### src/hw/iof_params.svh
// Constants for the indexed-offset fill-ones execution block
// Notes on behaviour
// - Indexed offset accepted only from 0 to 95
// - Write FFh at pointer two plus offset
// - Status flags and pointer register stay untouched
// - Opcode upper byte 0110 1000, low byte offset
// - One word, completes in one instruction cycle
// - Decode, read offset, process, write in Q1-Q4
// - Indexed mode only when extended bit is one
`ifndef IOF_PARAMS_SVH
`define IOF_PARAMS_SVH

// ----------------------------------------------------------------
// Encoding and data
// ----------------------------------------------------------------
`define IOF_OPCODE_HI 8'h68
`define IOF_FILL_VALUE 8'hFF
`define IOF_OFFSET_MAX 8'h5F
`define IOF_EXT_ON 1'h1

// ----------------------------------------------------------------
// Ordinary access-bank mapping
// ----------------------------------------------------------------
`define IOF_ACCESS_SPLIT 8'h60
`define IOF_ACCESS_LOW_PAGE 4'h0
`define IOF_ACCESS_HIGH_PAGE 4'hF

// ----------------------------------------------------------------
// Timing
// ----------------------------------------------------------------
`define IOF_CLOCK_PERIOD_NS 100
`define IOF_PHASES_PER_CYCLE 4

`endif

### src/hw/iof_pkg.sv
// Types shared by the fill-ones execution block
package iof_pkg;

  // Four phases of one instruction cycle
  typedef enum logic [1:0] {PH_Q1, PH_Q2, PH_Q3, PH_Q4} iof_phase_t;

  // Instruction word as handed over by the core decoder
  typedef struct packed {
    logic [7:0] opHi; // Opcode byte
    logic [7:0] offset; // Literal offset byte
  } iof_instr_t;

  // Data-memory write port
  typedef struct packed {
    logic en; // Write strobe, one cycle
    logic [11:0] addr; // Byte address
    logic [7:0] data; // Byte written
  } iof_mem_wr_t;

endpackage : iof_pkg

### src/hw/iof_phase_gen.sv
// Four-phase sequencer splitting the instruction cycle
module iof_phase_gen (
  input wire logic clock, // System clock
  input wire logic rstN, // Synchronised reset, active low
  output iof_pkg::iof_phase_t phase // Current phase
);

  // ----------------------------------------------------------------
  // Phase register
  // ----------------------------------------------------------------
  iof_pkg::iof_phase_t phase_reg; // Current phase
  iof_pkg::iof_phase_t phase_next; // Following phase

  // Steps Q1 to Q4 and wraps
  always_comb
  begin
    unique case (phase_reg)
      iof_pkg::PH_Q1: phase_next = iof_pkg::PH_Q2;
      iof_pkg::PH_Q2: phase_next = iof_pkg::PH_Q3;
      iof_pkg::PH_Q3: phase_next = iof_pkg::PH_Q4;
      iof_pkg::PH_Q4: phase_next = iof_pkg::PH_Q1;
    endcase
  end

  // Starts in Q1 after reset
  always_ff @(posedge clock or negedge rstN)
  begin
    if (!rstN)
      phase_reg <= iof_pkg::PH_Q1;
    else
      phase_reg <= phase_next;
  end

  assign phase = phase_reg;

endmodule // iof_phase_gen

### src/hw/iof_fill_ones.sv
// Execution of the indexed fill-ones instruction
`include "iof_params.svh"

module iof_fill_ones (
  input wire logic clock, // System clock, 10 MHz
  input wire logic arst_n, // Asynchronous reset, active low
  input wire logic instrValid, // Decoder presents a word in Q1
  input wire logic [15:0] instrWord, // Instruction word
  input wire logic extSetEnable, // Extended set configuration bit
  input wire logic [11:0] pointerTwo, // Indirect pointer two contents
  output iof_pkg::iof_phase_t phase, // Current phase
  output iof_pkg::iof_mem_wr_t memWr, // Data-memory write port
  output logic offsetReject, // Indexed offset out of range, Q4 pulse
  output logic instrDone, // Instruction completed, Q4 pulse
  output logic flagWrEn, // Status flag update, held low
  output logic pointerWrEn // Pointer register update, held low
);

  // ----------------------------------------------------------------
  // Reset synchroniser
  // ----------------------------------------------------------------
  logic rstMeta_reg; // First stage
  logic rstN_reg; // Released reset

  // Asserts at once, releases after two edges
  always_ff @(posedge clock or negedge arst_n)
  begin
    if (!arst_n)
    begin
      rstMeta_reg <= 1'h0;
      rstN_reg <= 1'h0;
    end
    else
    begin
      rstMeta_reg <= 1'h1;
      rstN_reg <= rstMeta_reg;
    end
  end

  // ----------------------------------------------------------------
  // Phase sequencer
  // ----------------------------------------------------------------
  iof_phase_gen phaseGen (
    .clock(clock),
    .rstN(rstN_reg),
    .phase(phase)
  );

  // ----------------------------------------------------------------
  // Q1: decode
  // ----------------------------------------------------------------
  iof_pkg::iof_instr_t instr; // Word viewed as fields
  logic hit_reg; // Opcode matched in this cycle
  logic [7:0] word_reg; // Offset byte held from Q1

  assign instr = iof_pkg::iof_instr_t'(instrWord);

  // Match opcode byte while in Q1
  always_ff @(posedge clock or negedge rstN_reg)
  begin
    if (!rstN_reg)
    begin
      hit_reg <= 1'h0;
      word_reg <= 8'h00;
    end
    else if (phase == iof_pkg::PH_Q1)
    begin
      hit_reg <= instrValid && (instr.opHi == `IOF_OPCODE_HI);
      word_reg <= instr.offset;
    end
  end

  // ----------------------------------------------------------------
  // Q2: read offset and mode
  // ----------------------------------------------------------------
  logic [7:0] offset_reg; // Literal offset
  logic indexed_reg; // Indexed addressing in force

  // Latch offset and configuration in Q2
  always_ff @(posedge clock or negedge rstN_reg)
  begin
    if (!rstN_reg)
    begin
      offset_reg <= 8'h00;
      indexed_reg <= 1'h0;
    end
    else if (phase == iof_pkg::PH_Q2)
    begin
      offset_reg <= word_reg;
      indexed_reg <= (extSetEnable == `IOF_EXT_ON);
    end
  end

  // ----------------------------------------------------------------
  // Q3: process address
  // ----------------------------------------------------------------
  logic [11:0] addrIndexed; // Pointer plus offset
  logic [11:0] addrOrdinary; // Access-bank address
  logic inRange; // Offset within 0..95

  assign addrIndexed = pointerTwo + {4'h0, offset_reg};
  assign inRange = (offset_reg <= `IOF_OFFSET_MAX);

  // Low offsets hit low RAM, high ones the top page
  always_comb
  begin
    if (offset_reg < `IOF_ACCESS_SPLIT)
      addrOrdinary = {`IOF_ACCESS_LOW_PAGE, offset_reg};
    else
      addrOrdinary = {`IOF_ACCESS_HIGH_PAGE, offset_reg};
  end

  // ----------------------------------------------------------------
  // Q4: write
  // ----------------------------------------------------------------
  iof_pkg::iof_mem_wr_t memWr_reg; // Write port register
  logic reject_reg; // Out-of-range indication
  logic done_reg; // Completion indication

  // Set up at the Q3 edge so the strobe spans Q4
  always_ff @(posedge clock or negedge rstN_reg)
  begin
    if (!rstN_reg)
    begin
      memWr_reg <= '0;
      reject_reg <= 1'h0;
      done_reg <= 1'h0;
    end
    else if (phase == iof_pkg::PH_Q3)
    begin
      memWr_reg.data <= `IOF_FILL_VALUE;
      done_reg <= hit_reg;
      if (indexed_reg)
      begin
        memWr_reg.en <= hit_reg && inRange;
        memWr_reg.addr <= addrIndexed;
        reject_reg <= hit_reg && !inRange;
      end
      else
      begin
        memWr_reg.en <= hit_reg;
        memWr_reg.addr <= addrOrdinary;
        reject_reg <= 1'h0;
      end
    end
    else
    begin
      memWr_reg.en <= 1'h0;
      reject_reg <= 1'h0;
      done_reg <= 1'h0;
    end
  end

  assign memWr = memWr_reg;
  assign offsetReject = reject_reg;
  assign instrDone = done_reg;
  assign flagWrEn = 1'h0;
  assign pointerWrEn = 1'h0;

  // ----------------------------------------------------------------
  // Assertions
  // ----------------------------------------------------------------
  property p_write_in_q4;
    @(posedge clock) disable iff (!rstN_reg)
      memWr.en |-> phase == iof_pkg::PH_Q4;
  endproperty
  a_write_in_q4: assert property (p_write_in_q4) else $error("write outside Q4");

  property p_fill_value;
    @(posedge clock) disable iff (!rstN_reg)
      memWr.en |-> memWr.data == 8'hFF;
  endproperty
  a_fill_value: assert property (p_fill_value) else $error("written byte not FFh");

  property p_indexed_write;
    @(posedge clock) disable iff (!rstN_reg)
      (phase == iof_pkg::PH_Q1 && instrValid && instrWord[15:8] == 8'h68 && instrWord[7:0] <= 8'h5F)
      ##1 extSetEnable ##1 1'b1
      |=> memWr.en && memWr.addr == 12'($past(pointerTwo) + {4'h0, $past(offset_reg)});
  endproperty
  a_indexed_write: assert property (p_indexed_write) else $error("indexed write missing");

  property p_range_reject;
    @(posedge clock) disable iff (!rstN_reg)
      (phase == iof_pkg::PH_Q1 && instrValid && instrWord[15:8] == 8'h68 && instrWord[7:0] > 8'h5F)
      ##1 extSetEnable |-> ##2 offsetReject && !memWr.en;
  endproperty
  a_range_reject: assert property (p_range_reject) else $error("out-of-range offset written");

  property p_ordinary_mode;
    @(posedge clock) disable iff (!rstN_reg)
      (phase == iof_pkg::PH_Q1 && instrValid && instrWord[15:8] == 8'h68)
      ##1 !extSetEnable |-> ##2 memWr.en && memWr.addr[7:0] == $past(word_reg, 2) && !offsetReject;
  endproperty
  a_ordinary_mode: assert property (p_ordinary_mode) else $error("ordinary access wrong");

  property p_no_match;
    @(posedge clock) disable iff (!rstN_reg)
      (phase == iof_pkg::PH_Q1 && !(instrValid && instrWord[15:8] == 8'h68)) |-> ##3 !memWr.en && !instrDone;
  endproperty
  a_no_match: assert property (p_no_match) else $error("foreign word acted on");

  property p_single_cycle;
    @(posedge clock) disable iff (!rstN_reg)
      instrDone |=> !instrDone [*3];
  endproperty
  a_single_cycle: assert property (p_single_cycle) else $error("done more than once per cycle");

  property p_ext_gate;
    @(posedge clock) disable iff (!rstN_reg)
      offsetReject |-> $past(indexed_reg) && instrDone;
  endproperty
  a_ext_gate: assert property (p_ext_gate) else $error("reject without extended mode");

  property p_no_side_effect;
    @(posedge clock) disable iff (!rstN_reg)
      instrDone |-> !flagWrEn && !pointerWrEn;
  endproperty
  a_no_side_effect: assert property (p_no_side_effect) else $error("flags or pointer touched");

  c_indexed: cover property (@(posedge clock) disable iff (!rstN_reg) memWr.en && indexed_reg);
  c_ordinary: cover property (@(posedge clock) disable iff (!rstN_reg) memWr.en && !indexed_reg);
  c_reject: cover property (@(posedge clock) disable iff (!rstN_reg) offsetReject);
  c_back_to_back: cover property (@(posedge clock) disable iff (!rstN_reg) memWr.en ##4 memWr.en);

endmodule // iof_fill_ones

### config.mk
export PLATFORM = sky130hd
export DESIGN_NAME = iof_fill_ones
export DESIGN_NICKNAME = d
export VERILOG_FILES = /design/src/hw/iof_pkg.sv /design/src/hw/iof_phase_gen.sv /design/src/hw/iof_fill_ones.sv
export VERILOG_INCLUDE_DIRS = /design/src /design/src/hw
export SDC_FILE = /design/constraint.sdc
export NUM_CORES = 1
export LEC_CHECK = 0
export BUFFER_PORTS_ARGS = -buffer_cell sky130_fd_sc_hd__buf_4
export CORE_ASPECT_RATIO = 1.5
export CORE_MARGIN = 2
export CORE_UTILIZATION = 55
export DETAILED_ROUTE_END_ITERATION = 8
export PLACE_DENSITY = 0.84
export SYNTH_ARGS = -nofsm -noshare
export SYNTH_HDL_FRONTEND = slang
export SYNTH_SLANG_ARGS = --single-unit
### constraint.sdc
create_clock -name clock -period 2.98 [get_ports clock]
set_input_delay 0 -clock clock [delete_from_list [all_inputs] [get_ports clock]]
set_output_delay 0 -clock clock [all_outputs]
set_load 0.1 [all_outputs]
Yosys cells after proc, flatten, opt, wreduce, memory -nomap -nowiden
Index checks and enable logic that the tools add are counted.

Reduce and logical (&&, ||, !) cells: 5. $add $sub $neg: 1. Equality and inequality tests: 4. Magnitude comparators: 2. Muxes and demuxes: 7.

Operators by type and width (number): 13-bit two-way mux (1); 12-bit by 8-bit adder with 12-bit output (1); 12-bit two-way mux (1); 8-bit by 7-bit == test with 1-bit output (second input constant) (1); 8-bit by 7-bit <= comparator with 1-bit output (second input constant) (1); 8-bit by 7-bit < comparator with 1-bit output (second input constant) (1); 2-bit case mux with 4 select lines (1); 2-bit == test (second input constant) (2); 1-bit two-way mux (4); 1-bit logical AND (3); 2-bit by 1-bit == test with 1-bit output (second input constant) (1); 2-bit zero test (1); 1-bit zero test (1).

Input bits: 32. Logic and storage cells: 31. Register bits after elaboration: 38. Output and inout port bits: 27.

Longest topological paths before layout
Word-level depth: 5. Mapped depth: 7. Gate-level depth less buffers: 7.

By module
From an unflattened synthesis, not the netlist that was laid out.

Cell total of the unflattened synthesis: 185. Area, all modules: 2005.7 um^2.

Modules (own cells, without submodules): iof_fill_ones (cells an instance 178, area each 1916.8 um^2, instances 1); iof_phase_gen (cells an instance 7, area each 88.8 um^2, instances 1).

Worst setup path before layout
Ideal clock, no wire load.

Path type: register -> register. From: register phaseGen.phase_reg[1] (netlist: phaseGen.phase[1]). To: register memWr_reg, in the netlist memWr[17]. Cell stages (with the launch flop): 7. Data arrival time: 2.233 ns. Clock period less this slack: 2.320 ns. Path buffers: 1. Setup slack: 0.660 ns. Cells stage by stage: dfrtp_1 > ha_1 > clkbuf_1 > nor2_1 > or4_1 > mux2_2 > o211ai_1.

Word-level cells in the longest chain between the ends: 1.

Ends and longest elaborated chain: start, declared (line iof_phase_gen.sv:11) `iof_pkg::iof_phase_t phase_reg;`; start signal, assigned (line iof_phase_gen.sv:29) `phase_reg <= iof_pkg::PH_Q1;`; start signal, assigned (line iof_phase_gen.sv:31) `phase_reg <= phase_next;`; 2-bit == test (line iof_fill_ones.sv:129) `else if (phase == iof_pkg::PH_Q3)`; end, declared (line iof_fill_ones.sv:116) `iof_pkg::iof_mem_wr_t memWr_reg;`.

No other way between the ends. A chain may end at the register's enable or synchronous reset.

Worst setup path after layout
From: register offset_reg[0]. To: register memWr_reg, in the netlist memWr[18].

Word-level cells in the longest chain between the ends: 3. Elaborated cells between the ends (all ways): 4. Classes of those cells: 1 x add/sub; 1 x order compare; 2 x mux.

Ends and longest elaborated chain: start, declared (line iof_fill_ones.sv:76) `logic [7:0] offset_reg;`; start signal, assigned (line iof_fill_ones.sv:89) `offset_reg <= word_reg;`; 8-bit by 7-bit < comparator with 1-bit output (no line); 12-bit two-way mux (line iof_fill_ones.sv:107) `` if (offset_reg < `IOF_ACCESS_SPLIT) ``; 13-bit two-way mux * (line iof_fill_ones.sv:133) `if (indexed_reg)`.

Mark *: on every way between the ends. The rest lies on a longest branch, timed or not.

==> flow_summary.yaml <==
final_layout:
  final_area_um2: 2643
  nets: 292
  area_delta_synth_final_pct: 31.34
  nFillCells: 250
  antenna-diode-count: 0
  largest_register_ffs: 14
  layout-drive-gt1-share_pct: 37.50
global_routing:
  grt_use_met2_pct: 38.15
  grt_pass1_vias: 1596
  antenna_found_initial: 0
  grt.met3_usage_pct: 6.274
  top_usage_layer: "met2"
  use_met1_pct: 25.29
  grt_pass1_wl_mm: 6.803
  grt_overflow: 0
  gr-usage-all-layers_pct: 22.25
  grt_max_degree: 23
worst_setup_path:
  cp_max_fo: 4
  cp_slowest_stage_delay_ps: 410
  worstSetupStartpointType: "register"
  crit_type: "reg2reg"
  end_kind: "register"
  path_cells: "ha_1 > fa_1 > a21o_1 > a221oi_2 > a21oi_1 > a211o_1"
  cp.arrival_ps: 2290
  worst-r2r-cell-count: 6
  slowest_stage: "fa_1"
  worstPathRequired_ps: 3170
pwr:
  p_int_uw: 925.3
  p_switching_uw: 477.9
  p_leak_uw: 0.001249
  ir_drop_uv: 483.2
  finalPower_uw: 1403
  power_frac_comb_pct: 28.2
  switching_share_pct: 34.06
  p_per_area_nw_per_um2: 531.0
  seqPwrFrac_pct: 41.3
  clkPwrFrac_pct: 30.5
timing:
  drv_slew: 0
  worst_pin_slew_ps: 654.0
  finalClockSkew_ps: 7.359
  relSlewSlack_pct: 55.94
  fmax_mhz: 476.4
  hold_violations: 0
  setup_viol: 0
  period_needed_ps: 2099
  setup_tns_ps: 0
  rsz0062_at_grt: "no"
  timing.final.crit_share_pct: 70.44
logic_synthesis:
  avgSynthCellArea_um2: 10.93
  synthCells: 184
  synth.ff_latch_count: 38
  ys_seq_area_share_pct: 47.26
  netlist_area_um2: 2012
  synth_cell_type_count: 41
  yosysWarnings: 0
clock_network:
  cts_tree: "yes"
  clk_pin_slew_ps: 80
  ctsResizeCount: 0
  clockBufferDepth: 2
  cts.sinks: 38
  cts-root-buf: "clkbuf_8"
  holdBufCountCts: 12
  cts_buffers: 5
  post_cts_buffers: 0
  ctsHtreeMaxLevel: 2
  clkLatencyLatePin_ps: 300
status:
  status: "finished clean"
placement:
  place_area_um2: 2414
  dp_hpwl_mm: 2.987
  gp_congestion: 0.8593
  port_buffers: 56
route:
  drt_iter0_drc: 45
  firstDrtPassIters: 4
  wl_mm: 3.968
  via_per_inst: 5.493
  antenna_left: 0
  routedWlPerCell_um: 13.68
  vias: 1593
  drc_errors: 0
worst_hold_path:
  hold_class: "in2async"
floorplan:
  initial_core_util_pct: 58.35
  core_um2: 3448
  die_h_um: 78.08
  core.rowCount: 26
  ioPinCount: 59
  die_area_um2: 4168
  die_x_um: 53.39
run:
  maxCapViolCount: 0
## final cells by class
class	instances	area (um2)	area share [%]
multi-input combinational	125	948.4	35.89
clock inverter	3	40.04	1.515
sequential	38	950.9	35.98
tap	42	52.55	1.989
timing repair buffer	70	555.5	21.02
inverter	7	26.28	0.9943
clock buffer	5	68.82	2.604
## stage by stage
| stage | setup slack, ps | utilization, % | hold WS [ps] | std cells |
|---|---|---|---|---|
| 2_1_floorplan | 660.2 | - | -295.6 | 185 |
| 3_3_place_gp | 954.1 | 69.99 | -216.7 | 270 |
| 3_5_place_dp | 911.3 | 69.99 | -215.3 | 270 |
| 4_1_cts | 894.6 | 76.63 | 13.39 | 290 |
| 5_1_grt | 768.0 | 76.63 | 26.77 | 290 |
| 6_report | 880.8 | 76.63 | 24.92 | 290 |
## cell families after synthesis
logic type                 after synthesis  share of synthesized area [%]
and+or+nand+nor                         41                          10.32
AOI/OAI and AO/OA                       39                          12.50
DFF                                     38                          47.26
muxes                                   24                          13.12
buffers and inverters                   22                          5.783
adders and majority gates               13                          8.458
xor gates and xnor gates                 5                          2.177
other                                    2                         0.3733
## metal layers
layer	wire, um	share of wire [%]
met3	250	6.3
met2	2144	54
met1	1504	38
met5	0	0
met4	68	1.7
## cell usage in the layout, fill, tap and decap left out, types with 2 or more instances in the layout
| cell type | instances |
|---|---|
| nor2_1 | 15 |
| mux2i_1 | 5 |
| o211ai_1 | 2 |
| xor2_1 | 2 |
| a31oi_1 | 2 |
| buf_4 | 58 |
| xnor2_1 | 3 |
| clkinv_2 | 2 |
| dlygate4sd3_1 | 12 |
| dfrtp_1 | 38 |
| a21oi_1 | 15 |
| nor3_1 | 4 |
| nor4_1 | 2 |
| nand2_1 | 7 |
| inv_1 | 6 |
| or2_2 | 2 |
| clkbuf_8 | 5 |
| mux2_2 | 19 |
| a21o_1 | 2 |
| nand3_1 | 4 |
| o22ai_1 | 2 |
| ha_1 | 12 |
| conb_1 | 3 |
| o21ai_0 | 7 |
## worst max-delay path, delay by kind of cell (launching register included)
family,cells,cell delay (ps)
AOI/OAI and AO/OA,4,970
adders and majority gates,2,630
DFF,1,400
## cell usage after synthesis
cell type | n | area share (%)
or2_2 | 2 | 0.62
dfrtp_1 | 38 | 47
mux2i_1 | 5 | 2.5
a211oi_2 | 1 | 0.62
o21a_1 | 1 | 0.37
a22oi_1 | 1 | 0.37
clkbuf_1 | 5 | 0.93
o22a_1 | 1 | 0.44
xor2_1 | 2 | 0.87
or4_1 | 1 | 0.37
ha_1 | 12 | 7.5
and3_2 | 1 | 0.37
inv_1 | 6 | 1.1
or3_1 | 1 | 0.31
o41a_1 | 1 | 0.56
a21oi_1 | 15 | 3.7
nand4_2 | 1 | 0.62
o21ai_0 | 7 | 1.7
a21o_1 | 2 | 0.75
a31oi_1 | 2 | 0.62
a211o_1 | 1 | 0.44
o211ai_1 | 2 | 0.75
o31ai_1 | 1 | 0.37
nor3_2 | 1 | 0.50
nor2_1 | 15 | 2.8
mux2_2 | 19 | 11
fa_1 | 1 | 1.0
o22ai_1 | 2 | 0.62
a211oi_1 | 1 | 0.37
nor4_1 | 2 | 0.62
nor3_1 | 4 | 1.0
nor2b_1 | 1 | 0.31
buf_4 | 9 | 3.4
a221oi_2 | 1 | 0.75
xnor2_1 | 3 | 1.3
buf_1 | 1 | 0.19
inv_2 | 1 | 0.19
conb_1 | 2 | 0.37
nor4bb_1 | 1 | 0.50
nand2_1 | 7 | 1.3
nand3_1 | 4 | 1.0
## final timing paths
kind                                startpoint  slack, ps       endpoint
worst max-delay path             offset_reg[0]        880      memWr[18]
worst min-delay path                    arst_n         20    rstMeta_reg
worst max register to register   offset_reg[0]        880      memWr[18]
worst min register to register        rstN_reg        270  offset_reg[4]
max in group asynchronous             rstN_reg       1990      memWr[14]
min in group clock              pointerTwo[10]         80      memWr[19]
## power groups by stage
stage / Sequential (uW) / Clock [uW] / Combinational (uW)
after floorplan: 747 / 0 / 127
after global placement: 588 / 0 / 378
after detailed placement: 590 / 0 / 383
after CTS: 580 / 433 / 397
after global routing: 586 / 454 / 423
final: 580 / 428 / 395
Note: power is estimated with default switching activity, not from simulation.
